`config.mk`:
```
export PLATFORM = sky130hd
export DESIGN_NAME = cmh_mailbox
export DESIGN_NICKNAME = d
export VERILOG_FILES = /design/src/cmh_pkg.sv /design/src/cmh_seq_if.sv /design/src/cmh_mailbox.sv /design/src/cmh_seq.sv
export SDC_FILE = /design/constraint.sdc
export NUM_CORES = 1
export LEC_CHECK = 0
export BUFFER_PORTS_ARGS = -buffer_cell sky130_fd_sc_hd__buf_4
export CORE_MARGIN = 2
export CORE_UTILIZATION = 47
export DETAILED_ROUTE_END_ITERATION = 12
export PLACE_DENSITY = 0.74
export SLEW_MARGIN = 20
export SYNTH_ARGS = -nofsm -noshare
export SYNTH_HDL_FRONTEND = slang
export SYNTH_SLANG_ARGS = --single-unit
```
`constraint.sdc`:
```
create_clock -name mclk -period 1.52 [get_ports mclk]
set_input_delay 0.076 -clock mclk [delete_from_list [all_inputs] [get_ports mclk]]
set_output_delay 0.076 -clock mclk [all_outputs]
set_load 0.005 [all_outputs]
```
`src/cmh_pkg.sv`:
```
// Shared constants and types of the console mailbox block.
package cmh_pkg;
   localparam int ADDR_W = 6;
   localparam int DATA_W = 32;
   localparam int HALF_W = 16;
   localparam int TS_W = 2;
   localparam logic [ADDR_W-1:0] OFS_RX_DONE = 6'h00;
   localparam logic [ADDR_W-1:0] OFS_TX_READY = 6'h04;
   localparam logic [ADDR_W-1:0] OFS_H2C_LO = 6'h08;
   localparam logic [ADDR_W-1:0] OFS_H2C_HI = 6'h0c;
   localparam logic [ADDR_W-1:0] OFS_C2H_LO = 6'h10;
   localparam logic [ADDR_W-1:0] OFS_C2H_HI = 6'h14;
   localparam logic [ADDR_W-1:0] OFS_LIVE_LO = 6'h18;
   localparam logic [ADDR_W-1:0] OFS_LIVE_HI = 6'h1c;
   localparam logic [ADDR_W-1:0] OFS_IBCS = 6'h20;
   localparam logic [ADDR_W-1:0] OFS_MCR = 6'h24;
   localparam logic [ADDR_W-1:0] OFS_MCS = 6'h28;
   localparam int FLAG_BIT = 0;
   localparam int IBCS_WRITE_BIT = 8;
   localparam int IBCS_CYCLE_BIT = 9;
   localparam int IBCS_MAINT_BIT = 10;
   localparam int MCR_PROCEED_BIT = 0;
   localparam int MCR_SBC_BIT = 1;
   localparam int MCR_STS_BIT = 2;
   localparam int MCR_RET_BIT = 3;
   localparam int MCR_CIO_BIT = 4;
   localparam int MCR_FREEZE_BIT = 8;
   localparam int MCR_HALT_BIT = 10;
   localparam int MCS_RX_CLR_BIT = 4;
   localparam int MCS_RX_IE_BIT = 5;
   localparam int MCS_TRANSMIT_INTERRUPT_ENABLE_BIT = 6;
   localparam int MCS_TX_CLR_BIT = 7;
   localparam logic [TS_W-1:0] CPT_ZERO = 2'h0;
   localparam logic [TS_W-1:0] CPT_SYNC = 2'h1;
   localparam logic [TS_W-1:0] CPT_WR = 2'h2;
   localparam logic [TS_W-1:0] CPT_LAST = 2'h3;
   localparam logic RST_RX_DONE = 1'b0;
   localparam logic RST_TX_READY = 1'b1;
   typedef enum logic [1:0] {
      CMH_STOPPED = 2'b00,
      CMH_RUNNING = 2'b01,
      CMH_CYCLE = 2'b10
   } cmh_clk_e;
endpackage

```
`src/cmh_seq_if.sv`:
```
// Interface between the register logic and the time-state sequencer.
interface cmh_seq_if;
   import cmh_pkg::*;
   logic single_bus_cycle_mode;
   logic sts;
   logic proceed;
   logic [TS_W-1:0] cpt;
   logic ts_enter;
   logic running;
   modport seq(input single_bus_cycle_mode, input sts, input proceed, output cpt, output ts_enter, output running);
   modport ctl(output single_bus_cycle_mode, output sts, output proceed, input cpt, input ts_enter, input running);
endinterface

```
`src/cmh_mailbox.sv`:
```
// Console mailbox registers, interlock flags, interrupts and maintenance cycles.
// How it works
// - Console sets receive done, host gets interrupt.
// - Host read clears done, interrupts console.
// - Setting transmit ready interrupts the host.
// - Host write clears ready, interrupts console.
// - Console I/O mode gives host no interrupts.
// - Return enable write pops stack, forces jump.
// - Freeze bit holds host interrupt state.
// - Running-clock maintenance write stores both words.
// - Running-clock maintenance read fills host words.
// - Stopped-clock read shows live data once out of time state zero.
// - No bus strobes in time state zero.
// - Stopped write steps one cycle, clears maintenance.
// - Transmit interrupt to console needs its enable.
// - Proceed in single cycle mode steps cycle.
module cmh_mailbox
   import cmh_pkg::*;
#(
   parameter int IB_ADDR_W = 8
) (
   input wire logic mclk,
   input wire logic rst,
   input wire logic [ADDR_W-1:0] avs_address,
   input wire logic avs_read,
   input wire logic avs_write,
   input wire logic [DATA_W-1:0] avs_writedata,
   output logic [DATA_W-1:0] avs_readdata,
   output logic avs_waitrequest,
   input wire logic host_rx_read,
   output logic [DATA_W-1:0] host_rx_data,
   input wire logic host_tx_write,
   input wire logic [DATA_W-1:0] host_tx_data,
   output logic host_rx_done,
   output logic host_tx_ready,
   output logic host_rx_irq,
   output logic host_tx_irq,
   output logic uc_pop_jump,
   output logic console_irq,
   output logic [IB_ADDR_W-1:0] ib_addr,
   output logic [DATA_W-1:0] ib_wdata,
   output logic ib_wr_stb,
   output logic ib_rd_en,
   input wire logic [DATA_W-1:0] ib_rdata,
   input wire logic halt_state_pin
);
   if (IB_ADDR_W < 1 || IB_ADDR_W > IBCS_WRITE_BIT) begin : g_chk
      $error("IB_ADDR_W must lie between 1 and the write bit position");
   end

   cmh_seq_if sq();

   cmh_seq u_seq (
      .mclk(mclk),
      .rst(rst),
      .sq(sq.seq)
   );

   function automatic logic wr_hit(input logic go, input logic [ADDR_W-1:0] a,
                                   input logic [ADDR_W-1:0] ofs);
      return go && (a == ofs);
   endfunction

   logic wr_go;
   logic sync_ok;
   logic [HALF_W-1:0] h2c_lo, h2c_hi, c2h_lo, c2h_hi, live_lo, live_hi;
   logic rx_done, tx_ready, next_rx_done, next_tx_ready;
   logic rx_set_ev, tx_set_ev, rx_clr_con, tx_clr_con;
   logic rx_ie, transmit_interrupt_enable, next_rx_ie, next_transmit_interrupt_enable;
   logic rx_pend, tx_pend, next_rx_pend, next_tx_pend;
   logic next_host_rx_irq, next_host_tx_irq;
   logic single_bus_cycle_mode, sts, cio_mode, freeze, proceed;
   logic halt_meta, halt_sync;
   logic [IB_ADDR_W-1:0] ib_sel_addr;
   logic ib_write, cyc_req, maint, cyc_active, maint_wrote, bus_act;
   logic at_zero, cyc_start, cyc_end, cyc_capture, wr_fire;
   logic [DATA_W-1:0] rd_mux;

   // Console accesses are taken only outside the run state or in its sync time state.
   assign sync_ok = !sq.running || (sq.cpt == CPT_SYNC);
   assign wr_go = avs_write && !avs_waitrequest;

   always_ff @(posedge mclk) begin
      if (rst) begin
         avs_waitrequest <= 1'b1;
         avs_readdata <= '0;
      end else if (avs_waitrequest && (avs_read || avs_write) && sync_ok) begin
         avs_waitrequest <= 1'b0;
         avs_readdata <= avs_read ? rd_mux : '0;
      end else begin
         avs_waitrequest <= 1'b1;
      end
   end

   always_comb begin
      case (avs_address)
         OFS_RX_DONE: rd_mux = DATA_W'(rx_done);
         OFS_TX_READY: rd_mux = DATA_W'(tx_ready);
         OFS_H2C_LO: rd_mux = DATA_W'(h2c_lo);
         OFS_H2C_HI: rd_mux = DATA_W'(h2c_hi);
         OFS_C2H_LO: rd_mux = DATA_W'(c2h_lo);
         OFS_C2H_HI: rd_mux = DATA_W'(c2h_hi);
         OFS_LIVE_LO: rd_mux = DATA_W'(live_lo);
         OFS_LIVE_HI: rd_mux = DATA_W'(live_hi);
         OFS_IBCS: begin
            rd_mux = DATA_W'(ib_sel_addr);
            rd_mux[IBCS_WRITE_BIT] = ib_write;
            rd_mux[IBCS_CYCLE_BIT] = cyc_req;
            rd_mux[IBCS_MAINT_BIT] = maint;
         end
         OFS_MCR: begin
            rd_mux = '0;
            rd_mux[MCR_SBC_BIT] = single_bus_cycle_mode;
            rd_mux[MCR_STS_BIT] = sts;
            rd_mux[MCR_CIO_BIT] = cio_mode;
            rd_mux[MCR_FREEZE_BIT] = freeze;
            rd_mux[MCR_HALT_BIT] = halt_sync;
         end
         OFS_MCS: begin
            rd_mux = '0;
            rd_mux[MCS_RX_CLR_BIT] = rx_pend;
            rd_mux[MCS_RX_IE_BIT] = rx_ie;
            rd_mux[MCS_TRANSMIT_INTERRUPT_ENABLE_BIT] = transmit_interrupt_enable;
            rd_mux[MCS_TX_CLR_BIT] = tx_pend;
         end
         default: rd_mux = '0;
      endcase
   end

   // Interlock flags; a console set wins over a host clear in the same cycle.
   always_comb begin
      rx_set_ev = wr_hit(wr_go, avs_address, OFS_RX_DONE) && avs_writedata[FLAG_BIT];
      rx_clr_con = wr_hit(wr_go, avs_address, OFS_RX_DONE) && !avs_writedata[FLAG_BIT];
      tx_set_ev = wr_hit(wr_go, avs_address, OFS_TX_READY) && avs_writedata[FLAG_BIT];
      tx_clr_con = wr_hit(wr_go, avs_address, OFS_TX_READY) && !avs_writedata[FLAG_BIT];
      next_rx_done = rx_done;
      if (rx_set_ev) begin
         next_rx_done = 1'b1;
      end else if (host_rx_read || rx_clr_con) begin
         next_rx_done = 1'b0;
      end
      next_tx_ready = tx_ready;
      if (tx_set_ev) begin
         next_tx_ready = 1'b1;
      end else if (host_tx_write || tx_clr_con) begin
         next_tx_ready = 1'b0;
      end
   end

   // Host interrupts fire on a flag set in program I/O mode and freeze under the hold bit.
   always_comb begin
      next_host_rx_irq = host_rx_irq;
      next_host_tx_irq = host_tx_irq;
      if (!freeze) begin
         if (rx_set_ev && !cio_mode) begin
            next_host_rx_irq = 1'b1;
         end else if (host_rx_read || !rx_done) begin
            next_host_rx_irq = 1'b0;
         end
         if (tx_set_ev && !cio_mode) begin
            next_host_tx_irq = 1'b1;
         end else if (host_tx_write || !tx_ready) begin
            next_host_tx_irq = 1'b0;
         end
      end
   end

   // Console interrupts fire on a one-to-zero flag edge while enabled or an enable rising over a low flag.
   always_comb begin
      next_rx_ie = rx_ie;
      next_transmit_interrupt_enable = transmit_interrupt_enable;
      if (wr_hit(wr_go, avs_address, OFS_MCS)) begin
         next_rx_ie = avs_writedata[MCS_RX_IE_BIT];
         next_transmit_interrupt_enable = avs_writedata[MCS_TRANSMIT_INTERRUPT_ENABLE_BIT];
      end
      next_rx_pend = rx_pend;
      if ((rx_done && !next_rx_done && rx_ie) || (!rx_ie && next_rx_ie && !rx_done)) begin
         next_rx_pend = 1'b1;
      end else if (!next_rx_ie || (wr_hit(wr_go, avs_address, OFS_MCS)
                                   && avs_writedata[MCS_RX_CLR_BIT])) begin
         next_rx_pend = 1'b0;
      end
      next_tx_pend = tx_pend;
      if ((tx_ready && !next_tx_ready && transmit_interrupt_enable) || (!transmit_interrupt_enable && next_transmit_interrupt_enable && !tx_ready)) begin
         next_tx_pend = 1'b1;
      end else if (!next_transmit_interrupt_enable || (wr_hit(wr_go, avs_address, OFS_MCS)
                                   && avs_writedata[MCS_TX_CLR_BIT])) begin
         next_tx_pend = 1'b0;
      end
   end

   always_ff @(posedge mclk) begin
      if (rst) begin
         rx_done <= RST_RX_DONE;
         tx_ready <= RST_TX_READY;
         host_rx_irq <= 1'b0;
         host_tx_irq <= 1'b0;
         rx_ie <= 1'b0;
         transmit_interrupt_enable <= 1'b0;
         rx_pend <= 1'b0;
         tx_pend <= 1'b0;
         console_irq <= 1'b0;
      end else begin
         rx_done <= next_rx_done;
         tx_ready <= next_tx_ready;
         host_rx_irq <= next_host_rx_irq;
         host_tx_irq <= next_host_tx_irq;
         rx_ie <= next_rx_ie;
         transmit_interrupt_enable <= next_transmit_interrupt_enable;
         rx_pend <= next_rx_pend;
         tx_pend <= next_tx_pend;
         console_irq <= next_rx_pend || next_tx_pend;
      end
   end

   assign host_rx_done = rx_done;
   assign host_tx_ready = tx_ready;
   assign host_rx_data = {h2c_hi, h2c_lo};

   // Machine control bits, the proceed and return enable pulses, and the halt state input.
   always_ff @(posedge mclk) begin
      if (rst) begin
         single_bus_cycle_mode <= 1'b0;
         sts <= 1'b0;
         cio_mode <= 1'b0;
         freeze <= 1'b0;
         proceed <= 1'b0;
         uc_pop_jump <= 1'b0;
      end else begin
         proceed <= wr_hit(wr_go, avs_address, OFS_MCR) && avs_writedata[MCR_PROCEED_BIT];
         uc_pop_jump <= wr_hit(wr_go, avs_address, OFS_MCR) && avs_writedata[MCR_RET_BIT];
         if (wr_hit(wr_go, avs_address, OFS_MCR)) begin
            single_bus_cycle_mode <= avs_writedata[MCR_SBC_BIT];
            sts <= avs_writedata[MCR_STS_BIT];
            cio_mode <= avs_writedata[MCR_CIO_BIT];
            freeze <= avs_writedata[MCR_FREEZE_BIT];
         end
      end
   end

   always_ff @(posedge mclk) begin
      if (rst) begin
         halt_meta <= 1'b0;
         halt_sync <= 1'b0;
      end else begin
         halt_meta <= halt_state_pin;
         halt_sync <= halt_meta;
      end
   end

   assign sq.single_bus_cycle_mode = single_bus_cycle_mode;
   assign sq.sts = sts;
   assign sq.proceed = proceed;

   // Internal bus maintenance cycles run from one entry into time state zero to the next.
   assign at_zero = sq.ts_enter && (sq.cpt == CPT_ZERO);
   assign cyc_start = cyc_req && sq.running && at_zero && !cyc_active;
   assign cyc_end = cyc_active && at_zero;
   assign cyc_capture = cyc_active && !ib_write && sq.ts_enter && (sq.cpt == CPT_LAST);
   assign bus_act = cyc_active || maint;
   assign wr_fire = bus_act && ib_write && sq.ts_enter && (sq.cpt == CPT_WR);

   always_ff @(posedge mclk) begin
      if (rst) begin
         ib_sel_addr <= '0;
         ib_write <= 1'b0;
         cyc_req <= 1'b0;
         maint <= 1'b0;
         cyc_active <= 1'b0;
         maint_wrote <= 1'b0;
      end else begin
         if (wr_hit(wr_go, avs_address, OFS_IBCS)) begin
            ib_sel_addr <= avs_writedata[IB_ADDR_W-1:0];
            ib_write <= avs_writedata[IBCS_WRITE_BIT];
            cyc_req <= avs_writedata[IBCS_CYCLE_BIT];
            maint <= avs_writedata[IBCS_MAINT_BIT];
         end else begin
            if (cyc_end) begin
               cyc_req <= 1'b0;
            end
            if (maint_wrote && at_zero) begin
               maint <= 1'b0;
            end
         end
         if (cyc_start) begin
            cyc_active <= 1'b1;
         end else if (cyc_end) begin
            cyc_active <= 1'b0;
         end
         if (wr_fire && maint) begin
            maint_wrote <= 1'b1;
         end else if (at_zero || !maint) begin
            maint_wrote <= 1'b0;
         end
      end
   end

   always_ff @(posedge mclk) begin
      if (rst) begin
         ib_addr <= '0;
         ib_wdata <= '0;
         ib_wr_stb <= 1'b0;
         ib_rd_en <= 1'b0;
      end else begin
         ib_addr <= ib_sel_addr;
         ib_wdata <= {h2c_hi, h2c_lo};
         ib_wr_stb <= wr_fire;
         ib_rd_en <= bus_act && !ib_write && (sq.cpt != CPT_ZERO);
      end
   end

   // Mailbox data words.
   always_ff @(posedge mclk) begin
      if (rst) begin
         h2c_lo <= '0;
         h2c_hi <= '0;
         c2h_lo <= '0;
         c2h_hi <= '0;
         live_lo <= '0;
         live_hi <= '0;
      end else begin
         if (wr_hit(wr_go, avs_address, OFS_H2C_LO)) begin
            h2c_lo <= avs_writedata[HALF_W-1:0];
         end
         if (wr_hit(wr_go, avs_address, OFS_H2C_HI)) begin
            h2c_hi <= avs_writedata[HALF_W-1:0];
         end
         if (cyc_capture) begin
            {c2h_hi, c2h_lo} <= ib_rdata;
         end else if (host_tx_write) begin
            {c2h_hi, c2h_lo} <= host_tx_data;
         end
         if (maint && !ib_write && ib_rd_en) begin
            {live_hi, live_lo} <= ib_rdata;
         end
      end
   end
endmodule // cmh_mailbox

```
`src/cmh_seq.sv`:
```
// Host clock time-state sequencer with run, single cycle and single state stepping.
module cmh_seq
   import cmh_pkg::*;
(
   input wire logic mclk,
   input wire logic rst,
   cmh_seq_if.seq sq
);
   cmh_clk_e state;
   cmh_clk_e next_state;
   logic [TS_W-1:0] cpt;
   logic advance;
   logic ts_enter;

   // The clock stops in time state zero under single cycle mode and steps on proceed.
   always_comb begin
      next_state = state;
      advance = 1'b0;
      case (state)
         CMH_RUNNING: begin
            advance = 1'b1;
            if (sq.sts) begin
               next_state = CMH_STOPPED;
            end else if (sq.single_bus_cycle_mode && cpt == CPT_LAST) begin
               next_state = CMH_STOPPED;
            end
         end
         CMH_CYCLE: begin
            advance = 1'b1;
            if (cpt == CPT_LAST) begin
               next_state = CMH_STOPPED;
            end
         end
         CMH_STOPPED: begin
            advance = sq.proceed && sq.sts;
            if (sq.proceed && !sq.sts) begin
               next_state = sq.single_bus_cycle_mode ? CMH_CYCLE : CMH_RUNNING;
            end
         end
         default: begin
            next_state = CMH_STOPPED;
         end
      endcase
   end

   always_ff @(posedge mclk) begin
      if (rst) begin
         state <= CMH_RUNNING;
         cpt <= CPT_ZERO;
         ts_enter <= 1'b0;
      end else begin
         state <= next_state;
         cpt <= advance ? cpt + 2'h1 : cpt;
         ts_enter <= advance;
      end
   end

   assign sq.cpt = cpt;
   assign sq.ts_enter = ts_enter;
   assign sq.running = (state == CMH_RUNNING);
endmodule // cmh_seq

```
After elaboration in Yosys (flattened, before gate mapping)

Index checks and enable logic that the tools add are counted.
Widths: inputs -> output; s select.

Flip-flop bits (word level): 206
Bits in latches: 0
Memory bits (writable): 0
Memory bits (read-only): 0
Output and inout bits: 113
Word-level logic and storage cells: 185
Memories kept: 0

$add $sub $neg: 1
Multipliers: 0
Divide/modulo/power cells: 0
$lt $le $gt $ge: 0
Eq/ne operators: 18
Shift operators: 0
Muxes and demuxes: 35
Bitwise logic cells: 1
Reductions and logical operators: 92

Operators by type and width:

| operator            | number |
|---|---|
| $pmux 16 s11        | 1 |
| $mux 16             | 4 |
| $logic_and 1x1->1   | 48 |
| $mux 32             | 1 |
| $eq 6x5->1 const B  | 4 |
| $mux 1              | 22 |
| $eq 6x6->1 const B  | 3 |
| $logic_not 1->1     | 16 |
| $reduce_bool 2->1   | 8 |
| $logic_or 1x1->1    | 13 |
| $eq 6x4->1 const B  | 2 |
| $mux 2              | 5 |
| $eq 2x2->1 const B  | 3 |
| $eq 6x3->1 const B  | 1 |
| $logic_not 6->1     | 1 |
| $pmux 2 s3          | 1 |
| $eq 2x1->1 const B  | 2 |
| $logic_not 2->1     | 2 |
| $reduce_and 2->1    | 2 |
| $ne 3x1->1 const B  | 1 |
| $reduce_and 3->1    | 1 |
| $add 2x1->2 const B | 1 |
| $ne 2x1->1 const B  | 1 |
| $ne 2x2->1 const B  | 1 |
| other kinds (3)     | 3 |

Logic depth before layout (Yosys ltp)

Gate-level depths: netlist of run 1.

Depth in word-level cells: 13
Depth in mapped cells: 8
Gate-level depth less buffers: 7

By module

A second synthesis of run 1 with hierarchy kept.

Cell total of the unflattened synthesis: 850
Area, all modules: 7,920.1 sq um

Modules (own cells, without submodules):

| module      | times used | cells an instance | area each (sq um) | seq. area each (sq um) |
|---|---|---|---|---|
| cmh_mailbox | 1          | 817               | 7,619.8           | 3,703.6 |
| cmh_seq     | 1          | 33                | 300.3             | 100.1 |

Worst setup path after synthesis of run 1

No wires, ideal clock.

Path type: flip-flop to flip-flop
Start point: register u_seq.state[1]
End point: register avs_readdata[13]
Arrival time: 1,622 ps
Required time: 1,461 ps
Path slack: -161 ps
Stages on the path, launching flop included: 8
Buffers on the path: 1
Period minus slack after synthesis: 1,681 ps
Path through: dfxtp_1 -> inv_1 -> ha_1 -> inv_1 -> o221ai_1 -> and2_1 -> clkbuf_1 -> a22o_1

Word-level cells in the longest chain between the ends: 4

Ends and longest elaborated chain:

| what                     | line              | text |
|---|---|---|
| start: declaration       | cmh_seq.sv:9      | `cmh_clk_e state;` |
| start signal: assignment | cmh_seq.sv:52     | `state <= next_state;` |
| $eq 2x1->1               | cmh_seq.sv:60     | `assign sq.running = (state == CMH_RUNNING);` |
| $logic_not 1->1          | cmh_mailbox.sv:80 | `assign sync_ok = !sq.running \|\| (sq.cpt == CPT_SYNC);` |
| $logic_or 1x1->1         | cmh_mailbox.sv:80 |  |
| $logic_and 1x1->1        | cmh_mailbox.sv:87 | `end else if (avs_waitrequest && (avs_read \|\| avs_write) && sync_ok) begin` |
| end signal: assignment   | cmh_mailbox.sv:89 | `avs_readdata <= avs_read ? rd_mux : '0;` |
| end: declaration         | cmh_mailbox.sv:28 | `output logic [DATA_W-1:0] avs_readdata,` |

No other way between the ends.
A chain may end at the register's enable or synchronous reset.

Worst setup path after layout of run 1

Start point: register u_seq.state[1]
End point: register avs_readdata[5]

The elaborated chain is that of the path after synthesis.

==> results of run 1 <==
[flip-flops by register name (all words and copies together) (netlist names), 2 cells and up]
signal,count
avs_readdata,16
h2c_hi,16
c2h_hi,16
u_seq.state,2
ib_addr,8
c2h_lo,16
live_hi,16
ib_sel_addr,8
u_seq.sq.cpt,2
live_lo,16
h2c_lo,16
ib_wdata,32
[final timing paths]
| check | startpoint | endpoint | slack [ns] | depth (start not counted) |
|---|---|---|---|---|
| worst max-delay path | u_seq.state[1]$_SDFFE_PP0P_ | avs_readdata[5]$_SDFFE_PP0P_ | -0.0003 | 7 |
| worst min-delay path | host_tx_data[23] | c2h_hi[7]$_SDFFE_PP0P_ | 0.004 | 3 |
| worst max register to register | u_seq.state[1]$_SDFFE_PP0P_ | avs_readdata[5]$_SDFFE_PP0P_ | -0.0003 | 7 |
| worst min register to register | live_lo[1]$_SDFFE_PP0P_ | live_lo[1]$_SDFFE_PP0P_ | 0.45 | 2 |
[metal layers]
metal | vias to the layer above | routed length (um) | GRT usage (%)
li1 | 3674 | - | -
met1 | 3625 | 11600 | 41.4
met2 | 405 | 12200 | 47.3
met3 | 54 | 2220 | 5.63
met4 | 0 | 754 | 10.8
met5 | - | 0 | 0
[cells in the final DEF, fill, tap and decap left out, types with 6 or more instances in the layout]
| cell type | count |
|---|---|
| mux2i_1 | 46 |
| nand3_1 | 20 |
| a211oi_1 | 30 |
| a22o_1 | 13 |
| nand2_2 | 6 |
| dlygate4sd3_1 | 63 |
| inv_1 | 6 |
| clkbuf_16 | 17 |
| o21ai_0 | 9 |
| nor3_1 | 6 |
| nand2_1 | 155 |
| nor2_1 | 52 |
| a22oi_1 | 21 |
| conb_1 | 16 |
| buf_4 | 275 |
| dfxtp_1 | 185 |
| a21oi_1 | 80 |
| and3_1 | 11 |
| o22a_1 | 9 |
| buf_12 | 9 |
| nor2b_1 | 55 |
[where the power goes]
group | leakage (nW) | switching (W) | internal [W] | total, W
logic | 3.00 | 0.000538 | 0.000582 | 0.00112
registers | 1.54 | 0.0000656 | 0.00506 | 0.00512
clock network | 0.285 | 0.00197 | 0.00248 | 0.00445
total | 4.82 | 0.00258 | 0.00812 | 0.0107
[stage by stage]
step | hold slack [ns] | cell area [sq um] | setup WS [ns]
after global routing | 0.0180 | 11500 | -0.142
final | 0.00366 | 11500 | -0.000253
after global placement | 0.295 | 10000 | -0.223
after detailed placement | 0.302 | 10000 | -0.256
after floorplan | 0.204 | 7900 | -0.0584
after CTS | 0.0000788 | 11400 | 0.000479
[logic make-up (layout without fill, tap and decap cells)]
group / Yosys count / after routing / synth area share, %
AND/OR/NAND/NOR: 340 / 340 / 20.7
AO/OA/AOI/OAI: 201 / 201 / 17.5
flip-flops: 190 / 190 / 48.7
buffers and inverters: 82 / 393 / 5.03
multiplexers: 51 / 51 / 6.62
adder cells (fa/ha/maj): 8 / 8 / 1.28
other: 1 / 16 / 0.0481
XOR/XNOR: 1 / 1 / 0.112
[final cells by class]
class                      instances  area, sq um  share of cell area (%)
timing repair buffer             352         2960                    25.7
tap                              220          275                    2.39
clock inverter                    12          131                    1.14
sequential                       190         3810                    33.1
clock buffer                      20          447                    3.88
multi-input combinational        617         3850                    33.4
inverter                           9         38.8                   0.337
[critical path: stages, from the launching register on]
cell      delay (ns)
dfxtp_2         0.32
inv_2           0.07
ha_4            0.15
inv_4           0.04
o221ai_4        0.35
and2_4          0.24
buf_12          0.13
a22o_1          0.14
[repair_timing]
action                     CTS  global route
gates resized for setup     25            19
hold buffers                63             0
buffers inserted             2             1
setup endpoints to repair   25            30
cloned                       2             0
hold endpoints to repair   115             0
pin swaps                    9            12
==> run metrics, run 1 <==
status=complete, but fails checks; violated checks=setup timing; Final Max Tran Viols=0; RSZ-0062 raised after global routing=true; top cell type by total area after synthesis=dfxtp_1; first-pass GRT wire length=41,300 um; DR vias=7,758; Port Buffers=189; Area growth syn-to-layout=47.6%; DR WL/cell=18.8 um; CTS tree=built; DR iter-0 viols=729; vias in the first global route=7,435; Setup TNS=-0.000253 ns; Global Route Usage Sum=30.1%; die area=0.0177 sq mm; post-route clock period utilization=100%; Synth cell types=55; Mean Syn Cell Area=8.93 sq um; main flop type after synthesis=dfxtp_1; mapped cell area=0.00780 sq mm; Syn. warnings=0; LEAKAGE=4.82 nW; Num CTS Buffers=17; Core Region=0.0164 sq mm; Post-Layout Cell Count=1,420; Worst EP required=1.89 ns; H-Tree Depth=4; Post-synth EDFFs=0; Final ANT Viol Nets=0; ys async rst share=0%; Yosys top cell area share=48.7%; clk sinks=190; Inst Count DP=1,320; Yosys reg bits=190; Initial Utilization=47.6%; I/O Pins=222; clk buf depth=2; count leader, synth=dfxtp_1; Root Buffer=clkbuf_16; Die Wd=133 um; max cap viols=0; Overflow after GRT=0; critical path endpoint category=register; largest net degree at the start of global routing=81; layout cells sized above 1=30.9%; HPWL after detailed placement=18,800 um; final WL=26,700 um; Final Skew=0.00962 ns; critical path arrival=1.89 ns; Hold Vio Cnt, Final=0; Pwr Density=929 mW/mm^2; nets=1,304; post-synthesis sequential area ratio=48.7%; DR pass1 iterations=5; Peak Freq=658 MHz; GPL Wtd Cong=0.927; total power=0.0107 W; WS Path Type=reg -> reg; Final Setup Violations=1; Rows=47; critical-path maximum fanout=11; Synth Instances=874; Worst-path clk slew=0.07 ns; DR DRC count=0; FILL cells=1,250; initial antenna violation count=0; Final Util=70.2%; Vias/cell=5.46; top post-synthesis cells by area=dfxtp_1, nand2_1, mux2i_1, a21oi_1, nor2b_1; final worst slack=-0.000253 ns; top cells by count, synth=dfxtp_1, nand2_1, a21oi_1; HP Class=in -> reg; Startpoint Class=register; die span in y=133 um; clk_lat worst skew=0.43 ns; VDD IR max=0.000817 V; Period minus WS final=1.52 ns; # diodes=0
Note: power is estimated with default switching activity, not from simulation.
==> run 2, diff against run 1 <==
Settings changed: BUFFER_PORTS_ARGS -buffer_cell sky130_fd_sc_hd__buf_4 to -buffer_cell sky130_fd_sc_hd__buf_2.
==> run 2 against run 1 <==
Compared with the run above:
- the flow still finishes with violations (setup timing)
- utilization fell by 2.7 points
- register-to-register slack worse by 0.06 ns
- clock power decreased by 4%
- combinational power is 4% lower
- sequential power is essentially flat
- via count up 0.66%
- critical path type unchanged
- largest power group unchanged
- highest routed layer unchanged
==> run metrics, run 2 (same netlist as run 1, synthesis figures left out) <==
HPWL after detailed placement=18,200 um; Global Route Usage Sum=29.8%; GPL Wtd Cong=0.921; DR WL/cell=18.7 um; Worst-path clk slew=0.07 ns; Post-Layout Cell Count=1,426; DR vias=7,809; Final Setup Violations=2; Period minus WS final=1.58 ns; HP Start=host_tx_data[18]; Overflow after GRT=0; Pwr Density=946 mW/mm^2; Rows=47; die area=0.0177 sq mm; flop2flop setup slack=-0.06 ns; clk sinks=190; post-placement setup slack=-0.341 ns; Largest Register=ib_wdata; Core Region=0.0164 sq mm; VDD IR max=0.000825 V; Worst EP required=1.87 ns; Startpoint Class=register; max cap viols=0; Final Skew=0.0137 ns; max reg flops=32; end of the worst hold path=c2h_hi[2]$_SDFFE_PP0P_; LEAKAGE=4.76 nW; critical-path maximum fanout=3; Final Max Tran Viols=0; final worst slack=-0.0649 ns; H-Tree Depth=4; nets=1,311; I/O Pins=222; critical path endpoint category=register; Setup crit start=u_seq.state[1]$_SDFFE_PP0P_; RSZ-0062 raised after global routing=true; CTS tree=built; total power=0.0105 W; largest net degree at the start of global routing=48; Initial Utilization=47.6%; design area=0.0111 sq mm; Num CTS Buffers=17; vias in the first global route=7,271; critical path arrival=1.94 ns; Inst Count DP=1,316; status=complete, but fails checks; final WL=26,600 um; first-pass GRT wire length=40,500 um; initial antenna violation count=0; Final ANT Viol Nets=0; commonest non-fill, non-tap cell in the layout=buf_2; clk_lat worst skew=0.44 ns; Area growth syn-to-layout=41.9%; end of the worst register-to-register path=u_seq.state[0]$_SDFFE_PP1P_; r2r startpoint=u_seq.state[1]$_SDFFE_PP0P_; worst reg2reg path depth=8; placed cell area=0.00954 sq mm; DR DRC count=0; WS Path Type=reg -> reg; Min-Delay Path Depth=3; Port Buffers=189; Final Util=67.5%; Vias/cell=5.48; post-route clock period utilization=104%; DR iter-0 viols=763; violated checks=setup timing; Root Buffer=clkbuf_16; layout cells sized above 1=30.7%; # diodes=0; clk buf depth=2; most frequent cells in the layout=buf_2, dfxtp_1, nand2_1; Hold Vio Cnt, Final=0; worst rel slew slack=49.3%; die span in y=133 um; HP Class=in -> reg; Die Wd=133 um; Peak Freq=631 MHz; DR pass1 iterations=5; Slew @ Worst Pin=0.751 ns
[run 2: cell types whose count changed in the layout (fill, tap and decap cells not counted), moves of 6 or more]
cell | previous run | this run
buf_4 | 275 | 83
dlygate4sd3_1 | 63 | 75
a211oi_2 | 2 | 8
a211oi_1 | 30 | 24
buf_2 | 0 | 188
[run 2: worst max-delay path by stage]
stage | end | slack (ns) | cells after the start
after detailed placement | avs_readdata[0]$_SDFFE_PP0P_ | -0.34 | 6
after CTS | u_seq.state[1]$_SDFFE_PP0P_ | -0.08 | 8
after global routing | u_seq.state[0]$_SDFFE_PP1P_ | -0.14 | 8
final | u_seq.state[0]$_SDFFE_PP1P_ | -0.06 | 8
after floorplan | avs_readdata[4]$_SDFFE_PP0P_ | -0.06 | 7
after global placement | avs_readdata[0]$_SDFFE_PP0P_ | -0.20 | 6
[run 2: area by class of cell]
| cell class | instances | area [sq um] |
|---|---|---|
| Fill cell | 1286 | 5330 |
| Clock buffer | 20 | 447 |
| Timing Repair Buffer | 359 | 2560 |
| Multi-Input combinational cell | 617 | 3840 |
| Tap cell | 220 | 275 |
| Sequential cell | 190 | 3810 |
| Clock inverter | 11 | 109 |
| Inverter | 9 | 33.8 |
[run 2: timing repair]
item / in CTS / in global routing
buffers inserted: 2 / 0
endpoints found under the setup margin: 19 / 52
gates resized for setup: 14 / 28
gates cloned: 1 / 1
hold endpoints to repair: 113 / 0
hold buffers: 75 / 0
pin swaps: 6 / 11
[run 2: worst max-delay path, stage by stage, from the launching register on]
cell	delay, ns
dfxtp_2	0.33
inv_2	0.05
ha_4	0.16
buf_6	0.11
nor2b_4	0.11
a222oi_1	0.36
buf_4	0.19
nand3b_1	0.09
o211ai_1	0.10
[run 2: per-stage QoR]
stage,setup TNS [ns],hold slack (ns)
final,-0.0836,0.0142
after global routing,-0.776,0.0226
after CTS,-0.148,0.000545
after detailed placement,-8.82,0.299
after global placement,-7.75,0.298
after floorplan,-0.266,0.204
[run 2: power by group]
part,switching [W],internal [W]
Combinational,0.000543,0.000528
Sequential,0.0000603,0.00506
Clock,0.00197,0.00231
Total,0.00257,0.00790
[run 2: per-layer routing]
layer / up-vias / GRT usage [%] / part of all wire, %
li1: 3676 / - / -
met1: 3639 / 40.9 / 43
met2: 423 / 45.8 / 45
met3: 71 / 6.17 / 8.8
met4: 0 / 12.4 / 3.5
met5: - / 0 / 0
==> run 3, diff against run 2 <==
Settings changed: SYNTH_HIERARCHICAL set to 1.
==> run 3 against run 2 <==
Compared with the run above:
- the flow still finishes with violations (setup timing)
- combinational power hardly changed
- clock skew shrank 0.0048 ns
- sequential power hardly changed
- critical endpoint is now console_irq$_SDFF_PP0_
- largest cell class unchanged
==> run metrics, run 3 <==
total power=0.0103 W; LEAKAGE=4.86 nW; Worst-path clk slew=0.07 ns; RSZ-0062 raised after global routing=true; H-Tree Depth=4; Root Buffer=clkbuf_16; Sw Ratio=24.4%; Core Region=0.0165 sq mm; count leader, synth=dfxtp_1; most frequent cells in the layout=buf_2, dfxtp_1, nand2_1; HP Class=in -> reg; Overflow after GRT=0; die span in y=134 um; flop2flop setup slack=-0.05 ns; top post-synthesis cells by area=dfxtp_1, mux2i_1, nand2_1, a21oi_1, mux4_2; max cap viols=0; placed cell area=0.00943 sq mm; Final Skew=0.00893 ns; critical-path maximum fanout=6; post-placement setup slack=-0.190 ns; Period minus WS final=1.57 ns; Rows=47; Startpoint Class=register; Synth cell types=50; Area growth syn-to-layout=37.4%; Post-Layout Cell Count=1,376; r2r startpoint=avs_waitrequest$_SDFF_PP1_; Worst Setup EP=console_irq$_SDFF_PP0_; Setup crit start=avs_waitrequest$_SDFF_PP1_; VDD IR max=0.000841 V; Largest Register=ib_wdata; layout cells sized above 1=29.8%; Peak Freq=636 MHz; part of the power in registers=49.7%; die area=0.0179 sq mm; end of the worst register-to-register path=console_irq$_SDFF_PP0_; Yosys top cell area share=48.0%; max reg flops=32; post-route clock period utilization=103%; post-synthesis sequential area ratio=48.0%; vias in the first global route=6,884; final worst slack=-0.0515 ns; combinational fraction of design power=10.3%; DR DRC count=0; design area=0.0109 sq mm; clk buf depth=2; Cell Int Power=0.00780 W; Inst Count DP=1,265; Vias/cell=5.36; nets=1,257; Worst EP required=1.84 ns; Synth Instances=850; status=complete, but fails checks; main flop type after synthesis=dfxtp_1; Post-synth EDFFs=0; clock share of power=40.0%; ys async rst share=0%; worst reg2reg path depth=5; top cell type by total area after synthesis=dfxtp_1; Final Setup Violations=1; Final ANT Viol Nets=0; DR pass1 iterations=7; Hold Vio Cnt, Final=0; mapped cell area=0.00792 sq mm; critical path arrival=1.89 ns; Num CTS Buffers=17; Yosys reg bits=190; P_sw=0.00252 W; Syn. warnings=6; WS Path Type=reg -> reg; Final Max Tran Viols=0; commonest non-fill, non-tap cell in the layout=buf_2; CTS tree=built; DR iter-0 viols=610; clk_lat worst skew=0.43 ns; Die Wd=134 um; top cells by count, synth=dfxtp_1, nand2_1, nor2_1; Initial Utilization=47.9%; first-pass GRT wire length=36,100 um; # diodes=0; Global Route Usage Sum=25.8%; HPWL after detailed placement=16,100 um; largest net degree at the start of global routing=65; DR vias=7,377; critical path endpoint category=register; clk sinks=190; Mean Syn Cell Area=9.32 sq um; Port Buffers=189; I/O Pins=222; initial antenna violation count=0; Pwr Density=948 mW/mm^2; violated checks=setup timing; final WL=23,800 um; DR WL/cell=17.3 um; GPL Wtd Cong=0.879
-- run 3: cell count changes in the layout (fill, tap and decap cells not counted), moves of 11 or more --
cell / change
a211oi_1: +12
a21oi_1: -12
a22o_1: -13
a22oi_1: -21
buf_4: -20
mux2i_1: +38
mux4_2: +15
nand2_1: -36
nand3_1: -12
nor2_1: +36
nor2b_1: -15
o21ai_1: +11
-- run 3: worst min path at each step --
stage / startpoint / end / slack (ns) / depth (start not counted)
2_1_floorplan: rst / u_seq/sq.cpt[0]$_SDFFE_PP0P_ / 0.15 / 1
3_3_place_gp: halt_state_pin / halt_meta$_SDFF_PP0_ / 0.29 / 2
3_5_place_dp: halt_state_pin / halt_meta$_SDFF_PP0_ / 0.29 / 2
4_1_cts: host_tx_data[25] / c2h_hi[9]$_SDFFE_PP0P_ / 0.002 / 3
5_1_grt: host_tx_data[0] / c2h_lo[0]$_SDFFE_PP0P_ / 0.02 / 3
6_report: host_tx_data[25] / c2h_hi[9]$_SDFFE_PP0P_ / 0.02 / 3
-- run 3: power by group through the flow --
stage | Combinational (W) | Sequential [W] | Clock, W
finish | 0.00107 | 0.00513 | 0.00412
global placement | 0.000830 | 0.00522 | 0
CTS | 0.00102 | 0.00512 | 0.00419
detailed placement | 0.000844 | 0.00523 | 0
floorplan | 0.000481 | 0.00521 | 0
global route | 0.00114 | 0.00513 | 0.00438
-- run 3: layout make-up --
cell class / instances / area (sq um)
Inverter: 14 / 52.6
Clock buffer: 20 / 457
Timing Repair Buffer: 333 / 2320
Multi-Input combinational cell: 587 / 3880
Clock inverter: 12 / 86.3
Fill cell: 1302 / 5640
Tap cell: 220 / 275
Sequential cell: 190 / 3810
-- run 3: timing repair --
action	4_1_cts	5_1_grt
gates cloned	0	2
setup endpoints to repair	26	54
buffers inserted	4	3
resized for setup	18	19
hold buffers	72	0
hold endpoints to repair	112	0
pin swaps	4	15
-- run 3: cells by family (layout without fill, tap and decap cells) --
logic type                 count (synthesis)  after routing  synth area share (%)
other                                      1             16                0.0473
AOI/OAI and AO/OA                        155            155                  11.9
muxes                                    101            101                  15.2
and+or+nand+nor                          309            310                  18.8
buffers and inverters                     89            379                  5.31
adders and majority gates                  5              5                 0.790
DFF                                      190            190                  48.0
-- run 3: per-layer routing --
| layer | up-vias | share of wire, % | GRT usage (%) |
|---|---|---|---|
| met3 | 49 | 7.7 | 5.25 |
| met2 | 335 | 47 | 41.3 |
| met4 | 0 | 2.8 | 10.6 |
| met1 | 3497 | 42 | 34.4 |
| met5 | - | 0 | 0 |
| li1 | 3496 | - | - |
-- run 3: metrics by stage --
step | hold slack [ns] | TNS, ns | utilization, %
floorplan | 0.145 | 0 | -
global placement | 0.291 | -2.17 | 57.0
detailed placement | 0.293 | -3.88 | 57.0
CTS | 0.00216 | -0.0352 | 65.2
global route | 0.0181 | -0.457 | 65.9
finish | 0.0168 | -0.0515 | 65.9
-- run 3: worst max-delay path: stages (launching register included) --
cell and delay (ns):
dfxtp_2 0.34, nor2b_4 0.21, nand4_1 0.19, mux2i_2 0.21, a211o_1 0.28, or2_1 0.23
